<file path="config.mk">
export PLATFORM = sky130hd
export DESIGN_NAME = flash_self_access
export DESIGN_NICKNAME = d
export VERILOG_FILES = /design/src/design/flash_self_pkg.sv /design/src/design/prog_if.sv /design/src/design/flash_self_access.sv /design/src/design/flash_prog_engine.sv
export SDC_FILE = /design/constraint.sdc
export NUM_CORES = 1
export LEC_CHECK = 0
export ABC_AREA = 1
export BUFFER_PORTS_ARGS = -buffer_cell sky130_fd_sc_hd__buf_2
export CAP_MARGIN = 10
export CORE_MARGIN = 1
export CORE_UTILIZATION = 27
export DETAILED_ROUTE_END_ITERATION = 7
export GPL_ROUTABILITY_DRIVEN = 0
export GPL_TIMING_DRIVEN = 0
export PLACE_DENSITY_LB_ADDON = 0.25
export SYNTH_ARGS = -nofsm -noshare
export SYNTH_HDL_FRONTEND = slang
export SYNTH_SLANG_ARGS = --single-unit
</file>
<file path="constraint.sdc">
create_clock -name i_ref_clk -period 10.35 [get_ports i_ref_clk]
set_clock_uncertainty 0.1 [all_clocks]
set_input_delay 1.5525 -clock i_ref_clk [delete_from_list [all_inputs] [get_ports i_ref_clk]]
set_output_delay 1.5525 -clock i_ref_clk [all_outputs]
set_load 0.01 [all_outputs]
</file>
<file path="src/design/flash_self_pkg.sv">
// constants, types and decode shared by the flash self-access block
// assumes one instruction-rate clock and an array read that answers in the same cycle
package flash_self_pkg;
   // ----------------------------------------------------------------
   // widths and timing
   // ----------------------------------------------------------------
   localparam int ADDR_W = 12;
   localparam int DATA_W = 14;
   localparam int BLOCK_WORDS = 4;
   localparam int TIMER_W = 24;
   localparam int unsigned CLK_PERIOD_NS = 4;
   localparam int unsigned PROG_TIME_NS = 4000000;
   localparam logic [1:0] SETUP_CYC = 2'h2;
   localparam logic [1:0] LAST_POS = 2'h3;

   // ----------------------------------------------------------------
   // register selects, bits, reset values, keys
   // ----------------------------------------------------------------
   localparam logic [2:0] SEL_DATA_LOW = 3'h0;
   localparam logic [2:0] SEL_ADDR_LOW = 3'h1;
   localparam logic [2:0] SEL_DATA_HIGH = 3'h2;
   localparam logic [2:0] SEL_ADDR_HIGH = 3'h3;
   localparam logic [2:0] SEL_CONTROL = 3'h4;
   localparam logic [2:0] SEL_UNLOCK = 3'h5;
   localparam int CTL_RD_BIT = 0;
   localparam int CTL_WR_BIT = 1;
   localparam int CTL_ALLOW_BIT = 2;
   localparam int CTL_CALIB_BIT = 6;
   localparam logic [7:0] RST_BYTE = 8'h00;
   localparam logic [7:0] KEY_FIRST = 8'h55;
   localparam logic [7:0] KEY_SECOND = 8'haa;

   typedef enum logic [1:0] {
      UNL_IDLE = 2'b00,
      UNL_FIRST = 2'b01,
      UNL_ARMED = 2'b10
   } unlock_st_t;

   typedef enum logic [1:0] {
      ENG_IDLE = 2'b00,
      ENG_SETUP = 2'b01,
      ENG_BUSY = 2'b10,
      ENG_DONE = 2'b11
   } eng_st_t;

   // protected region per write-protect select; 11 leaves all open
   function automatic logic write_blocked(input logic [1:0] sel, input logic [ADDR_W-1:0] a);
      unique case (sel)
         2'b11: write_blocked = 1'b0;
         2'b10: write_blocked = (a[11:10] == 2'b00);
         2'b01: write_blocked = (a[11] == 1'b0);
         2'b00: write_blocked = 1'b1;
      endcase
   endfunction
endpackage

</file>
<file path="src/design/prog_if.sv">
// carrier between the register side and the block program engine
// assumes both ends on the same clock
`timescale 1ns/1ps
interface prog_if;
   import flash_self_pkg::*;
   logic start;
   logic [ADDR_W-1:0] addr;
   logic [DATA_W-1:0] wdata;
   logic stall;
   logic done;
   modport ctrl (output start, output addr, output wdata, input stall, input done);
   modport engine (input start, input addr, input wdata, output stall, output done);
endinterface

</file>
<file path="src/design/flash_self_access.sv">
// flash self-access controller: address, data, control and unlock registers
// assumes the core's register port and the array are on i_ref_clk;
// configuration bits and the external programmer request come from pins
`timescale 1ns/1ps
module flash_self_access
   import flash_self_pkg::*;
#(
   parameter int unsigned PROG_TIME = PROG_TIME_NS
) (
   input wire logic i_ref_clk,                            // instruction clock
   input wire logic i_arst_n,                             // async reset, low
   input wire logic [2:0] i_reg_sel,                      // register select
   input wire logic i_reg_wr,                             // register write strobe
   input wire logic [7:0] i_reg_wdata,                    // register write data
   output logic [7:0] o_reg_rdata,                        // read data, sel of last cycle
   output logic o_core_discard,                           // squash current instruction
   output logic o_core_stall,                             // core halted for erase/write
   input wire logic [1:0] i_write_protect_select,         // protect config pins
   input wire logic i_code_protect,                       // code protect config pin
   input wire logic i_ext_access_req,                     // external programmer request
   output logic o_ext_access_grant,                       // external access allowed
   output logic [flash_self_pkg::ADDR_W-1:0] o_fl_addr,   // read address
   output logic o_fl_calib,                               // read from test area
   output logic o_fl_rd,                                  // read strobe
   input wire logic [flash_self_pkg::DATA_W-1:0] i_fl_rdata, // read word, same cycle
   output logic o_fl_erase,                               // row erase pulse
   output logic o_fl_prog,                                // block program pulse
   output logic [flash_self_pkg::ADDR_W-1:0] o_fl_row_addr, // row base
   output logic [flash_self_pkg::BLOCK_WORDS*flash_self_pkg::DATA_W-1:0] o_fl_wdata // words
);
   import flash_self_pkg::*;

   localparam int unsigned PROG_CYC = (PROG_TIME + CLK_PERIOD_NS - 1) / CLK_PERIOD_NS;

   logic rst_s1_q;
   logic rst_n;
   logic [3:0] cfg_s1_q;
   logic [3:0] cfg_q;
   logic [1:0] wp_sel;
   logic cp_en;
   logic ext_req;
   logic [7:0] data_low_q;
   logic [5:0] data_high_q;
   logic [7:0] addr_low_q;
   logic [3:0] addr_high_q;
   logic calib_q;
   logic allow_q;
   logic wr_q;
   logic rd_q;
   logic rd_wait_q;
   logic fetch;
   logic ctl_wr;
   logic wr_req;
   logic wr_accept;
   logic [ADDR_W-1:0] cur_addr;
   unlock_st_t unl_q;
   prog_if pif ();

   // ----------------------------------------------------------------
   // reset release and pin synchronisers
   // ----------------------------------------------------------------
   always_ff @(posedge i_ref_clk or negedge i_arst_n) begin
      if (!i_arst_n) begin
         rst_s1_q <= 1'b0;
         rst_n <= 1'b0;
      end else begin
         rst_s1_q <= 1'b1;
         rst_n <= rst_s1_q;
      end
   end

   always_ff @(posedge i_ref_clk or negedge rst_n) begin
      if (!rst_n) begin
         cfg_s1_q <= '0;
         cfg_q <= '0;
      end else begin
         cfg_s1_q <= {i_ext_access_req, i_code_protect, i_write_protect_select};
         cfg_q <= cfg_s1_q;
      end
   end

   assign wp_sel = cfg_q[1:0];
   assign cp_en = cfg_q[2];
   assign ext_req = cfg_q[3];

   always_ff @(posedge i_ref_clk or negedge rst_n) begin
      if (!rst_n) begin
         o_ext_access_grant <= 1'b0;
      end else begin
         o_ext_access_grant <= ext_req && !cp_en;
      end
   end

   // ----------------------------------------------------------------
   // address registers
   // ----------------------------------------------------------------
   assign cur_addr = {addr_high_q, addr_low_q};

   always_ff @(posedge i_ref_clk or negedge rst_n) begin
      if (!rst_n) begin
         addr_low_q <= RST_BYTE;
         addr_high_q <= RST_BYTE[3:0];
      end else if (i_reg_wr) begin
         if (i_reg_sel == SEL_ADDR_LOW) begin
            addr_low_q <= i_reg_wdata;
         end
         if (i_reg_sel == SEL_ADDR_HIGH) begin
            addr_high_q <= i_reg_wdata[3:0];
         end
      end
   end

   // ----------------------------------------------------------------
   // data registers: loaded by a read, else by software
   // ----------------------------------------------------------------
   always_ff @(posedge i_ref_clk or negedge rst_n) begin
      if (!rst_n) begin
         data_low_q <= RST_BYTE;
         data_high_q <= RST_BYTE[5:0];
      end else if (fetch) begin
         data_low_q <= i_fl_rdata[7:0];
         data_high_q <= i_fl_rdata[13:8];
      end else if (i_reg_wr) begin
         if (i_reg_sel == SEL_DATA_LOW) begin
            data_low_q <= i_reg_wdata;
         end
         if (i_reg_sel == SEL_DATA_HIGH) begin
            data_high_q <= i_reg_wdata[5:0];
         end
      end
   end

   // ----------------------------------------------------------------
   // unlock key sequence
   // ----------------------------------------------------------------
   always_ff @(posedge i_ref_clk or negedge rst_n) begin
      if (!rst_n) begin
         unl_q <= UNL_IDLE;
      end else if (i_reg_wr) begin
         if (i_reg_sel == SEL_UNLOCK && i_reg_wdata == KEY_FIRST) begin
            unl_q <= UNL_FIRST;
         end else if (i_reg_sel == SEL_UNLOCK && i_reg_wdata == KEY_SECOND
                      && unl_q == UNL_FIRST) begin
            unl_q <= UNL_ARMED;
         end else begin
            unl_q <= UNL_IDLE;
         end
      end
   end

   // ----------------------------------------------------------------
   // control register and write start
   // ----------------------------------------------------------------
   assign ctl_wr = i_reg_wr && (i_reg_sel == SEL_CONTROL);
   assign wr_req = ctl_wr && i_reg_wdata[CTL_WR_BIT] && !wr_q && !rd_q;
   assign wr_accept = wr_req && (unl_q == UNL_ARMED) && allow_q
                      && !calib_q && !i_reg_wdata[CTL_CALIB_BIT]
                      && !write_blocked(wp_sel, cur_addr);

   always_ff @(posedge i_ref_clk or negedge rst_n) begin
      if (!rst_n) begin
         calib_q <= 1'b0;
         allow_q <= 1'b0;
      end else if (ctl_wr) begin
         calib_q <= i_reg_wdata[CTL_CALIB_BIT];
         allow_q <= i_reg_wdata[CTL_ALLOW_BIT];
      end
   end

   always_ff @(posedge i_ref_clk or negedge rst_n) begin
      if (!rst_n) begin
         wr_q <= 1'b0;
      end else if (wr_accept) begin
         wr_q <= 1'b1;
      end else if (pif.done) begin
         wr_q <= 1'b0;
      end
   end

   assign pif.start = wr_accept;
   assign pif.addr = cur_addr;
   assign pif.wdata = {data_high_q, data_low_q};
   assign o_core_stall = pif.stall;

   flash_prog_engine #(
      .PROG_CYC(PROG_CYC)
   ) u_engine (
      .i_clk(i_ref_clk),
      .i_rst_n(rst_n),
      .eng(pif),
      .o_fl_erase(o_fl_erase),
      .o_fl_prog(o_fl_prog),
      .o_fl_row_addr(o_fl_row_addr),
      .o_fl_wdata(o_fl_wdata)
   );

   // ----------------------------------------------------------------
   // read sequencing
   // ----------------------------------------------------------------
   always_ff @(posedge i_ref_clk or negedge rst_n) begin
      if (!rst_n) begin
         rd_q <= 1'b0;
         rd_wait_q <= 1'b0;
      end else if (rd_q) begin
         rd_wait_q <= !rd_wait_q;
         if (rd_wait_q) begin
            rd_q <= 1'b0;
         end
      end else if (ctl_wr && i_reg_wdata[CTL_RD_BIT] && !wr_q) begin
         rd_q <= 1'b1;
      end
   end

   assign fetch = rd_q && rd_wait_q;
   assign o_fl_rd = fetch;
   assign o_core_discard = fetch;
   assign o_fl_addr = cur_addr;
   assign o_fl_calib = calib_q;

   // ----------------------------------------------------------------
   // register read port
   // ----------------------------------------------------------------
   always_ff @(posedge i_ref_clk or negedge rst_n) begin
      if (!rst_n) begin
         o_reg_rdata <= RST_BYTE;
      end else begin
         unique case (i_reg_sel)
            SEL_DATA_LOW: o_reg_rdata <= data_low_q;
            SEL_ADDR_LOW: o_reg_rdata <= addr_low_q;
            SEL_DATA_HIGH: o_reg_rdata <= {2'b00, data_high_q};
            SEL_ADDR_HIGH: o_reg_rdata <= {4'h0, addr_high_q};
            SEL_CONTROL: o_reg_rdata <= {1'b1, calib_q, 3'b000, allow_q, wr_q, rd_q};
            SEL_UNLOCK: o_reg_rdata <= RST_BYTE;
            default: o_reg_rdata <= RST_BYTE;
         endcase
      end
   end
endmodule

</file>
<file path="src/design/flash_prog_engine.sv">
// four-word write buffer with setup delay, erase/program timer and stall
// assumes start is a one-cycle pulse, never raised while a job runs
`timescale 1ns/1ps
module flash_prog_engine
   import flash_self_pkg::*;
#(
   parameter int unsigned PROG_CYC = 1000000
) (
   input wire logic i_clk,                        // instruction clock
   input wire logic i_rst_n,                      // synchronised reset
   prog_if.engine eng,                            // job request and status
   output logic o_fl_erase,                       // row erase pulse
   output logic o_fl_prog,                        // four-word program pulse
   output logic [ADDR_W-1:0] o_fl_row_addr,       // row base address
   output logic [BLOCK_WORDS*DATA_W-1:0] o_fl_wdata // buffered words, word 0 low
);
   eng_st_t st_q;
   logic [1:0] setup_q;
   logic [TIMER_W-1:0] tmr_q;
   logic [DATA_W-1:0] buf_q [BLOCK_WORDS];

   // ----------------------------------------------------------------
   // buffer
   // ----------------------------------------------------------------
   always_ff @(posedge i_clk or negedge i_rst_n) begin
      if (!i_rst_n) begin
         for (int i = 0; i < BLOCK_WORDS; i++) begin
            buf_q[i] <= '0;
         end
      end else if (eng.start) begin
         buf_q[eng.addr[1:0]] <= eng.wdata;
      end
   end

   // ----------------------------------------------------------------
   // sequencer and internal timer
   // ----------------------------------------------------------------
   always_ff @(posedge i_clk or negedge i_rst_n) begin
      if (!i_rst_n) begin
         st_q <= ENG_IDLE;
         setup_q <= '0;
         tmr_q <= '0;
         o_fl_row_addr <= '0;
      end else begin
         unique case (st_q)
            ENG_IDLE: if (eng.start) begin
               o_fl_row_addr <= {eng.addr[ADDR_W-1:4], 4'h0};
               setup_q <= '0;
               st_q <= (eng.addr[1:0] == LAST_POS) ? ENG_SETUP : ENG_DONE;
            end
            ENG_SETUP: begin
               setup_q <= setup_q + 2'h1;
               if (setup_q == SETUP_CYC - 2'h1) begin
                  tmr_q <= TIMER_W'(PROG_CYC - 1);
                  st_q <= ENG_BUSY;
               end
            end
            ENG_BUSY: begin
               tmr_q <= tmr_q - 1'b1;
               if (tmr_q == '0) begin
                  st_q <= ENG_DONE;
               end
            end
            ENG_DONE: st_q <= ENG_IDLE;
         endcase
      end
   end

   assign eng.stall = (st_q == ENG_BUSY);
   assign eng.done = (st_q == ENG_DONE);
   assign o_fl_erase = (st_q == ENG_SETUP) && (setup_q == SETUP_CYC - 2'h1);
   assign o_fl_prog = (st_q == ENG_BUSY) && (tmr_q == '0);

   generate
      for (genvar g = 0; g < BLOCK_WORDS; g++) begin : g_wd
         assign o_fl_wdata[g*DATA_W +: DATA_W] = buf_q[g];
      end
   endgenerate
endmodule

</file>
==> metrics.json, run 1 <==
{
  "finish": {
    "most-common-layout-cells": "sky130_fd_sc_hd__nand2_1, sky130_fd_sc_hd__dfrtp_1, sky130_fd_sc_hd__buf_2",
    "antenna_cells_inserted": 0,
    "area_growth_from_synthesis_to_layout_pct": 25.9,
    "finish.cell_count_without_fillers": 1199,
    "multi_input_area_sq_um": 2390,
    "final_common_cell": "sky130_fd_sc_hd__nand2_1",
    "num-nets-final": 913,
    "final_layout_size_suffix_gt1_share_pct": 22.8,
    "final-seq-area_sq_um": 3610,
    "nFillCells": 2426
  },
  "global_route": {
    "globalRouteTotalUtil_pct": 16.1,
    "grt-ovfl-total": 0,
    "antenna_violations_before_repair": 0,
    "grt_pass1_vias": 5198,
    "grt_first_pass_wirelength_um": 29500,
    "grt_start_max_net_pins": 61
  },
  "cts": {
    "post_cts_resize_count": 0,
    "worst_skew_pair.late_latency_ns": 0.43,
    "postCtsSetupBuffers": 0,
    "ctsHoldBuffers": 0,
    "tritoncts": "built",
    "ctsRootBufferMaster": "sky130_fd_sc_hd__clkbuf_16",
    "clock_tree.htree_level_count": 4,
    "cts.clk_slew.worst_paths_ns": 0.06,
    "clock_tree.buffer_depth": 2,
    "cts-buffers-inserted": 17,
    "numClockSinks": 144
  },
  "synth": {
    "syn-cell-area_sq_um": 6400,
    "seq_area_frac_synth_pct": 56.3,
    "synth_seq_cells": 144,
    "dominantRegCellSynth": "sky130_fd_sc_hd__dfrtp_1",
    "yosysWarningCount": 0,
    "synth_cells": 728,
    "syn_area_per_cell_sq_um": 8.80,
    "ys_async_sr_fraction_pct": 100,
    "synth_enable_flop_cells": 0,
    "post_synth_num_cell_types": 37
  },
  "die": {
    "die-height_um": 156,
    "placeableCoreArea_sq_um": 22900,
    "initial_standard_cell_utilization_of_the_core_pct": 27.9,
    "die_area_sq_um": 24300,
    "io-pin-count": 127,
    "dieWidth_um": 156,
    "number_of_cell_rows": 55
  },
  "setup_path": {
    "worst_r2r_endpoint": "u_engine.tmr_q[21]",
    "reg2regPathDepth": 8,
    "critical_path_startpoint_category": "flip-flop",
    "critical_path_class": "reg2out",
    "crit_path_max_fanout": 11,
    "timing.critical_path.to_type": "output pin",
    "worst_r2r_startpoint": "u_engine.st_q[1]",
    "critPathArrivalTime_ns": 2.06,
    "worst-endpoint-required_ns": 8.70,
    "ff2ff_setup_slack_ns": 8.09
  },
  "min_path": {
    "min_from": "cfg_s1_q[0]",
    "timing.hold.worst_endpoint": "cfg_q[0]",
    "holdPathStages": 0,
    "min_path_type": "reg2reg"
  },
  "pwr": {
    "largest_vdd_supply_drop_v": 0.000113,
    "pwr-share-seq_pct": 45.8,
    "power.density_cell_area_nw_per_um2": 168,
    "intPower_uw": 1000,
    "power_switching_share_pct": 26.2,
    "total_leakage_power_uw": 0.00431,
    "clock_power_share_pct": 45.7,
    "switching_component_of_the_power_uw": 355,
    "pwr-share-comb_pct": 8.5
  },
  "timing": {
    "report.final.slew_viol_count": 0,
    "slew_headroom_pct": 50.6,
    "least_margin_pin_slew_ns": 0.734,
    "worst_hold_slack_ns": 0.247,
    "report.final.hold_viol_count": 0,
    "finalSetupTns_ns": 0,
    "final_min_period_over_clock_period_pct": 35.9,
    "max_clock_freq_mhz": 269,
    "fin_crit_ns": 3.72,
    "final-setup-viol-count": 0,
    "setup_repair_after_global_routing_missed_its_margin": "false"
  },
  "placed_design": {
    "dp_cells": 1168,
    "hpwl_um": 14000,
    "portBuffers": 122
  },
  "routing": {
    "number_of_routed_nets_with_antenna_violations": 0,
    "drt-vias-per-instance": 4.54,
    "drtIter0Drc": 315,
    "wl_per_cell_um": 15.5,
    "detail_route.wirelength_um": 18600,
    "drt-pass1-iter-count": 5,
    "vias": 5446,
    "post-route-drc-count": 0
  },
  "job": {
    "max_cap_viol_count": 0
  },
  "run_status": {
    "status": "finished clean"
  }
}
worst max path at each step:
stage	from	to	slack [ns]
final	rd_q	o_fl_rd	6.63
after global routing	rd_q	o_fl_rd	6.48
after CTS	rd_q	o_fl_rd	6.63
after detailed placement	rd_q	o_fl_rd	7.10
after global placement	rst_n	o_ext_access_grant	4.02
after floorplan	rst_n	addr_high_q[0]	5.94
per-layer routing:
layer	part of all wire (%)	global-route usage, %	vias to the layer above	wire length [um]
li1	-	-	2655	-
met1	49	23.1	2625	9150
met2	45	23.8	141	8270
met3	4.4	3.22	25	815
met4	1.8	5.88	0	342
met5	0	0	-	0
power groups by stage:
| stage | logic, uW | registers [uW] | clock network [uW] |
|---|---|---|---|
| floorplan | 53.5 | 631 | 0 |
| global placement | 106 | 638 | 0 |
| detailed placement | 116 | 630 | 0 |
| CTS | 117 | 620 | 634 |
| global route | 129 | 625 | 659 |
| finish | 115 | 621 | 620 |
flip-flops by register name, summed over array words and instances, names as in the netlist:
| register | cells |
|---|---|
| rst_s1_q | 1 |
| rst_n | 1 |
| addr_low_q | 8 |
| cfg_q | 4 |
| data_high_q | 6 |
| rd_q | 1 |
| allow_q | 1 |
| u_engine.st_q | 2 |
| o_reg_rdata | 8 |
| unl_q | 2 |
| o_fl_calib | 1 |
| u_engine.setup_q | 2 |
| u_engine.o_fl_row_addr | 8 |
| u_engine.o_fl_wdata | 56 |
| wr_q | 1 |
| data_low_q | 8 |
| cfg_s1_q | 4 |
| addr_high_q | 4 |
| u_engine.tmr_q | 24 |
| rd_wait_q | 1 |
| o_ext_access_grant | 1 |
stage by stage:
step / power [uW] / area, sq um / worst slack, ns / utilization [%]
6_report: 1360 / 8060 / 6.63 / 35.2
4_1_cts: 1370 / 8060 / 6.63 / 35.2
5_1_grt: 1410 / 8060 / 6.48 / 35.2
3_5_place_dp: 746 / 7470 / 7.10 / 32.6
3_3_place_gp: 744 / 7420 / 4.02 / 32.4
2_1_floorplan: 684 / 6410 / 5.94 / -
final cells by class:
| type | instances | share of cell area [%] |
|---|---|---|
| plain buffers | 20 | 1.58 |
| clock buffers | 17 | 5.28 |
| clock inverters | 14 | 2.09 |
| inverters | 79 | 3.69 |
| multi-input cells | 488 | 29.6 |
| flip-flops and latches | 144 | 44.7 |
| well taps | 313 | 4.86 |
| repair buffers | 124 | 8.16 |
cell families after synthesis:
kind of cell             after synthesis  synth area share (%)
flip-flops                           144                  56.3
XOR/XNOR                               1                 0.137
AO/OA/AOI/OAI                        108                  10.0
adder cells (fa/ha/maj)                7                  1.37
other                                  2                 0.117
buffers and inverters                 99                  6.64
AND/OR/NAND/NOR                      367                  25.4
critical path, stage by stage, from the launching register on:
cell,delay (ns)
sky130_fd_sc_hd__dfrtp_1,0.42
sky130_fd_sc_hd__nand2_1,0.19
sky130_fd_sc_hd__inv_1,0.19
sky130_fd_sc_hd__clkbuf_1,0.50
sky130_fd_sc_hd__buf_4,0.21
sky130_fd_sc_hd__buf_2,0.12
cells in the mapped netlist (8+ instances only):
cell | instances | share of area (%)
sky130_fd_sc_hd__a21oi_1 | 9 | 0.70
sky130_fd_sc_hd__buf_2 | 9 | 0.70
sky130_fd_sc_hd__dfrtp_1 | 144 | 56
sky130_fd_sc_hd__inv_1 | 75 | 4.4
sky130_fd_sc_hd__nand2_1 | 209 | 12
sky130_fd_sc_hd__nand3_1 | 54 | 4.2
sky130_fd_sc_hd__nor2_1 | 66 | 3.9
sky130_fd_sc_hd__o21ai_0 | 36 | 2.8
sky130_fd_sc_hd__o21ai_1 | 28 | 2.2
sky130_fd_sc_hd__o21ai_2 | 8 | 1.1
sky130_fd_sc_hd__o221ai_1 | 11 | 1.5
Power figures use the tool's default switching activity.
==> inputs of run 2 (changes only) <==
==> constraint.sdc (replaced) <==
create_clock -name i_ref_clk -period 3.1 [get_ports i_ref_clk]
set_clock_uncertainty 0.1 [all_clocks]
set_input_delay 0.465 -clock i_ref_clk [delete_from_list [all_inputs] [get_ports i_ref_clk]]
set_output_delay 0.465 -clock i_ref_clk [all_outputs]
set_load 0.01 [all_outputs]
==> metrics.json, run 2 (synthesized netlist as in run 1, its figures left out) <==
{
  "die": {
    "die-height_um": 156,
    "die_area_sq_um": 24300,
    "number_of_cell_rows": 55,
    "placeableCoreArea_sq_um": 22900,
    "io-pin-count": 127,
    "initial_standard_cell_utilization_of_the_core_pct": 27.9,
    "dieWidth_um": 156
  },
  "routing": {
    "met1_length_um": 9040,
    "vias": 5391,
    "post-route-drc-count": 0,
    "top_layer_used": "met4",
    "drtIter0Drc": 285,
    "detail_route.wirelength_um": 18500,
    "met3_length_um": 768,
    "wl_per_cell_um": 15.4,
    "drt-pass1-iter-count": 4,
    "number_of_routed_nets_with_antenna_violations": 0,
    "route.met2.wl_um": 8440,
    "drt-vias-per-instance": 4.49
  },
  "finish": {
    "nFillCells": 2430,
    "final_layout_size_suffix_gt1_share_pct": 22.9,
    "largest_reg_flops": 56,
    "layout.cell_area.non_filler_sq_um": 8140,
    "final_common_cell": "sky130_fd_sc_hd__nand2_1",
    "num-nets-final": 914,
    "postLayoutCoreUtil_pct": 35.5,
    "most-common-layout-cells": "sky130_fd_sc_hd__nand2_1, sky130_fd_sc_hd__dfrtp_1, sky130_fd_sc_hd__buf_2",
    "area_growth_from_synthesis_to_layout_pct": 27.1
  },
  "global_route": {
    "grt_first_pass_wirelength_um": 29700,
    "grt_start_max_net_pins": 66,
    "globalRouteTotalUtil_pct": 16.1,
    "grt_pass1_vias": 5307,
    "antenna_violations_before_repair": 1,
    "grt-ovfl-total": 0
  },
  "cts": {
    "clock_tree.buffer_depth": 2,
    "cts.clk_slew.worst_paths_ns": 0.06,
    "tritoncts": "built",
    "cts-buffers-inserted": 17,
    "clock_tree.htree_level_count": 4,
    "worst_skew_pair.late_latency_ns": 0.42,
    "ctsRootBufferMaster": "sky130_fd_sc_hd__clkbuf_16",
    "numClockSinks": 144,
    "postCtsSetupBuffers": 0
  },
  "setup_path": {
    "critical_path_class": "reg2out",
    "worst-endpoint-required_ns": 2.53,
    "critPathArrivalTime_ns": 1.98,
    "timing.critical_path.to_type": "output pin",
    "critical_path_startpoint_category": "flip-flop",
    "crit_path_max_fanout": 11
  },
  "pwr": {
    "pwr-share-comb_pct": 8.3,
    "clock_power_share_pct": 48.2,
    "power.density_cell_area_nw_per_um2": 583,
    "total_leakage_power_uw": 0.00435,
    "total_power_uw": 4740,
    "largest_vdd_supply_drop_v": 0.000357,
    "switching_component_of_the_power_uw": 1220,
    "intPower_uw": 3530,
    "power_switching_share_pct": 25.6,
    "pwr-share-seq_pct": 43.5
  },
  "min_path": {
    "min_path_type": "in2reg"
  },
  "timing": {
    "timing.final.ws_setup_ns": 0.552,
    "report.final.slew_viol_count": 0,
    "least_margin_pin_slew_ns": 0.737,
    "setup_repair_after_global_routing_missed_its_margin": "false",
    "finalSetupTns_ns": 0,
    "final_min_period_over_clock_period_pct": 82.2,
    "fin_crit_ns": 2.55,
    "max_clock_freq_mhz": 392,
    "final-setup-viol-count": 0,
    "report.final.hold_viol_count": 0,
    "slew_headroom_pct": 50.3
  },
  "run_status": {
    "status": "finished clean"
  },
  "job": {
    "max_cap_viol_count": 0
  },
  "placed_design": {
    "portBuffers": 122,
    "hpwl_um": 14000,
    "preCtsSetupSlack_ns": 0.751,
    "post_dp_cell_area_sq_um": 7480
  }
}
[run 2: layout make-up]
| class | instances | area, sq um | area share [%] |
|---|---|---|---|
| diodes | 1 | 2.50 | 0.0307 |
| plain buffers | 20 | 128 | 1.57 |
| repair buffers | 125 | 676 | 8.30 |
| well taps | 313 | 392 | 4.81 |
| inverters | 79 | 298 | 3.66 |
| clock inverters | 15 | 228 | 2.80 |
| clock buffers | 17 | 425 | 5.23 |
| multi-input cells | 488 | 2390 | 29.3 |
| flip-flops and latches | 144 | 3610 | 44.3 |
[run 2: repair_timing]
action | CTS | global route
endpoints found under the setup margin | 0 | 0
resized for setup | 0 | 0
endpoints found under the hold margin | 2 | 0
hold buffers | 1 | 0
[run 2: layer usage]
| metal | GRT usage [%] | vias up |
|---|---|---|
| met5 | 0 | - |
| met3 | 3.08 | 18 |
| li1 | - | 2665 |
| met4 | 4.81 | 0 |
| met2 | 24.6 | 121 |
| met1 | 22.9 | 2587 |
[run 2: critical path, stage by stage, from the launching register on]
cell,delay [ns]
sky130_fd_sc_hd__dfrtp_1,0.40
sky130_fd_sc_hd__nand2_1,0.18
sky130_fd_sc_hd__inv_1,0.18
sky130_fd_sc_hd__clkbuf_1,0.48
sky130_fd_sc_hd__buf_4,0.20
sky130_fd_sc_hd__buf_2,0.12
[run 2: worst paths after layout]
path                             startpoint  cells past startpoint                 end  slack [ns]
setup reg to reg           u_engine.st_q[1]                      8  u_engine.tmr_q[22]        0.80
hold / removal             i_ext_access_req                      1         cfg_s1_q[3]        0.04
setup / recovery                       rd_q                      5             o_fl_rd        0.55
max in group asynchronous             rst_n                      1       data_low_q[7]        2.18
hold reg to reg                       rst_n                      0   u_engine.tmr_q[1]        0.10
min in group asynchronous             rst_n                      0   u_engine.tmr_q[1]        0.10
[run 2: power by group through the flow]
stage                     sequential (uW)  clock, uW  combinational [uW]
after global placement               2130          0                 355
after global routing                 2070       2420                 437
after CTS                            2060       2340                 400
after detailed placement             2100          0                 397
final                                2060       2290                 393
after floorplan                      2110          0                 179
[run 2: stage by stage]
stage	hold WS, ns	instances
final	0.0424	1202
after global routing	0.0228	1202
after CTS	0.0216	1201
after detailed placement	0.112	1168
after global placement	0.152	1166
after floorplan	0.0694	731
==> inputs of run 3 (changes only) <==
--- a/config.mk
+++ b/config.mk
@@ -5,7 +5,7 @@
 export SDC_FILE = /design/constraint.sdc
 export NUM_CORES = 1
 export LEC_CHECK = 0
-export ABC_AREA = 1
+export ABC_AREA = 0
 export BUFFER_PORTS_ARGS = -buffer_cell sky130_fd_sc_hd__buf_2
 export CAP_MARGIN = 10
 export CORE_MARGIN = 1
==> constraint.sdc (replaced) <==
create_clock -name i_ref_clk -period 2.1 [get_ports i_ref_clk]
set_clock_uncertainty 0.1 [all_clocks]
set_input_delay 0.315 -clock i_ref_clk [delete_from_list [all_inputs] [get_ports i_ref_clk]]
set_output_delay 0.315 -clock i_ref_clk [all_outputs]
set_load 0.01 [all_outputs]
==> metrics.json, run 3 <==
{
  "pwr": {
    "pwr-share-comb_pct": 19.3,
    "power.density_cell_area_nw_per_um2": 1030,
    "largest_vdd_supply_drop_v": 0.000541,
    "switching_component_of_the_power_uw": 2860,
    "pwr-share-seq_pct": 44.8,
    "total_leakage_power_uw": 0.00404,
    "power_switching_share_pct": 33.2,
    "intPower_uw": 5770,
    "clock_power_share_pct": 35.9
  },
  "cts": {
    "cts-buffers-inserted": 17,
    "ctsRootBufferMaster": "sky130_fd_sc_hd__clkbuf_16",
    "cts.clk_slew.worst_paths_ns": 0.06,
    "tritoncts": "built",
    "clock_tree.buffer_depth": 2,
    "numClockSinks": 144,
    "clock_tree.htree_level_count": 4,
    "worst_skew_pair.late_latency_ns": 0.42
  },
  "die": {
    "initial_standard_cell_utilization_of_the_core_pct": 27.9,
    "die_area_sq_um": 23400,
    "placeableCoreArea_sq_um": 22100,
    "dieWidth_um": 153,
    "io-pin-count": 127,
    "die-height_um": 153,
    "number_of_cell_rows": 54
  },
  "global_route": {
    "gr-max-usage-layer": "met2",
    "grt_pass1_vias": 4758,
    "globalRouteTotalUtil_pct": 15.1,
    "antenna_violations_before_repair": 1,
    "grt_first_pass_wirelength_um": 26900,
    "globalRouteMet1Util_pct": 19.2,
    "grt-ovfl-total": 0,
    "grt.met3_usage_pct": 4.28,
    "grt_start_max_net_pins": 70,
    "groute.layer.met2.usage_pct": 25.4
  },
  "synth": {
    "synth.mux.area_fraction_pct": 18.7,
    "synth_top_cells_by_count": "sky130_fd_sc_hd__dfrtp_1, sky130_fd_sc_hd__mux2_2, sky130_fd_sc_hd__nand2_1",
    "syn-cell-area_sq_um": 6160,
    "yosys.area.top_type_share_pct": 58.5,
    "synth_fa_ha_area_share_pct": 1.42,
    "synth_enable_flop_cells": 0,
    "synth_top_family_by_area": "multiplexers",
    "synth_most_common_cell": "sky130_fd_sc_hd__dfrtp_1",
    "yosys.area.top_type": "sky130_fd_sc_hd__dfrtp_1",
    "post_synth_main_area_contributors": "sky130_fd_sc_hd__dfrtp_1, sky130_fd_sc_hd__mux2_2, sky130_fd_sc_hd__mux2i_1",
    "ys_async_sr_fraction_pct": 100,
    "seq_area_frac_synth_pct": 58.5,
    "dominantRegCellSynth": "sky130_fd_sc_hd__dfrtp_1",
    "share_of_synthesized_cell_area_in_and_or_nand_and_nor_gates_pct": 11.7,
    "synthesized_area_fraction_occupied_by_ao_oa_aoi_and_oai_cells_pct": 3.88,
    "yosysWarningCount": 0,
    "synth_seq_cells": 144,
    "post_synth_num_cell_types": 46,
    "syn_area_per_cell_sq_um": 12.5,
    "synth_cells": 494,
    "post_synth_xor_area_fraction_pct": 2.99
  },
  "job": {
    "max_cap_viol_count": 0
  },
  "timing": {
    "final-setup-viol-count": 4,
    "final_min_period_over_clock_period_pct": 119,
    "least_margin_pin_slew_ns": 0.722,
    "slew_headroom_pct": 51.9,
    "timing.final.ws_setup_ns": -0.397,
    "setup_repair_after_global_routing_missed_its_margin": "true",
    "report.final.slew_viol_count": 0,
    "report.final.hold_viol_count": 0,
    "worst_hold_slack_ns": 0.0143,
    "fin_crit_ns": 2.50,
    "max_clock_freq_mhz": 400
  },
  "setup_path": {
    "worst-endpoint-required_ns": 1.68,
    "critical_path_class": "reg2out",
    "crit_path_max_fanout": 2,
    "timing.critical_path.to_type": "output pin",
    "critPathArrivalTime_ns": 2.08,
    "critical_path_startpoint_category": "flip-flop"
  },
  "routing": {
    "drtIter0Drc": 181,
    "wl_per_cell_um": 17.2,
    "vias": 4473,
    "number_of_routed_nets_with_antenna_violations": 0,
    "post-route-drc-count": 0,
    "detail_route.wirelength_um": 16600,
    "drt-pass1-iter-count": 7,
    "drt-vias-per-instance": 4.64
  },
  "run_status": {
    "status": "complete, but fails checks",
    "violations_in_the_final_reports": "setup timing"
  },
  "finish": {
    "final_layout_size_suffix_gt1_share_pct": 44.4,
    "largest_reg_flops": 56,
    "final_common_cell": "sky130_fd_sc_hd__dfrtp_1",
    "nFillCells": 2133,
    "num-nets-final": 710,
    "finish.cell_count_without_fillers": 965,
    "most-common-layout-cells": "sky130_fd_sc_hd__dfrtp_1, sky130_fd_sc_hd__buf_2, sky130_fd_sc_hd__mux2_2",
    "area_growth_from_synthesis_to_layout_pct": 35.6
  },
  "placed_design": {
    "preCtsSetupSlack_ns": -0.429,
    "hpwl_um": 11700,
    "dp_cells": 899,
    "portBuffers": 120
  },
  "min_path": {
    "min_path_type": "in2reg"
  }
}
run 3: path summary, 6_finish.rpt:
kind	endpoint	slack (ns)	depth (start not counted)	from
setup / recovery	o_fl_prog	-0.40	5	u_engine.tmr_q[16]
hold / removal	data_high_q[2]	0.01	3	i_fl_rdata[10]
setup reg to reg	u_engine.st_q[1]	-0.26	7	u_engine.tmr_q[16]
hold reg to reg	u_engine.o_fl_row_addr[11]	0.16	0	rst_n
max in group asynchronous	addr_high_q[3]	1.07	1	rst_n
min in group asynchronous	rst_n	0.10	2	i_arst_n
run 3: logic make-up (layout without fill, tap and decap cells):
family / after synthesis / after routing
and+or+nand+nor: 137 / 137
other: 2 / 6
AOI/OAI and AO/OA: 44 / 44
DFF: 144 / 144
muxes: 104 / 104
xor gates and xnor gates: 21 / 21
buffers and inverters: 35 / 222
adders and majority gates: 7 / 7
run 3: metrics by stage:
stage	setup TNS, ns	utilization (%)	instance area (sq um)	power (uW)
after floorplan	0	-	6220	4680
after global placement	-24.14	32.5	7170	5240
after detailed placement	-22.01	32.7	7230	5350
after CTS	-0.835	37.0	8180	8600
after global routing	-1.05	37.8	8350	9140
final	-0.892	37.8	8350	8630
run 3: power groups by stage:
stage | Clock, uW | Combinational (uW) | Sequential, uW
floorplan | 0 | 963 | 3720
global placement | 0 | 1330 | 3910
detailed placement | 0 | 1440 | 3910
CTS | 3180 | 1560 | 3860
global route | 3320 | 1860 | 3960
finish | 3100 | 1670 | 3870
run 3: worst max-delay path, stage by stage (launching register included):
cell and delay (ns):
sky130_fd_sc_hd__dfrtp_1 0.39, sky130_fd_sc_hd__or4_4 0.54, sky130_fd_sc_hd__nand2b_4 0.16, sky130_fd_sc_hd__or3_4 0.35, sky130_fd_sc_hd__nor2_4 0.11, sky130_fd_sc_hd__buf_6 0.11
run 3: layer usage:
layer  part of all wire, %  wire [um]
met2                    50       8360
met1                    45       7410
met3                   4.3        718
met5                     0          0
met4                  0.85        142
run 3: cell type report:
class	instances	area (sq um)	area share, %
Clock buffer	18	439	5.26
Timing Repair Buffer	158	980	11.7
Buffer	20	154	1.84
Clock inverter	14	168	2.01
Inverter	12	45.0	0.539
Antenna cell	1	2.50	0.0300
Multi-Input combinational cell	318	2600	31.2
Sequential cell	144	3610	43.2
Tap cell	280	350	4.20
run 3: timing repair:
action,CTS,global route
cloned,1,0
setup buffers,15,7
pin swaps,11,6
resized for setup,25,29
endpoints found under the hold margin,14,0
endpoints found under the setup margin,89,51
hold buffers,13,0
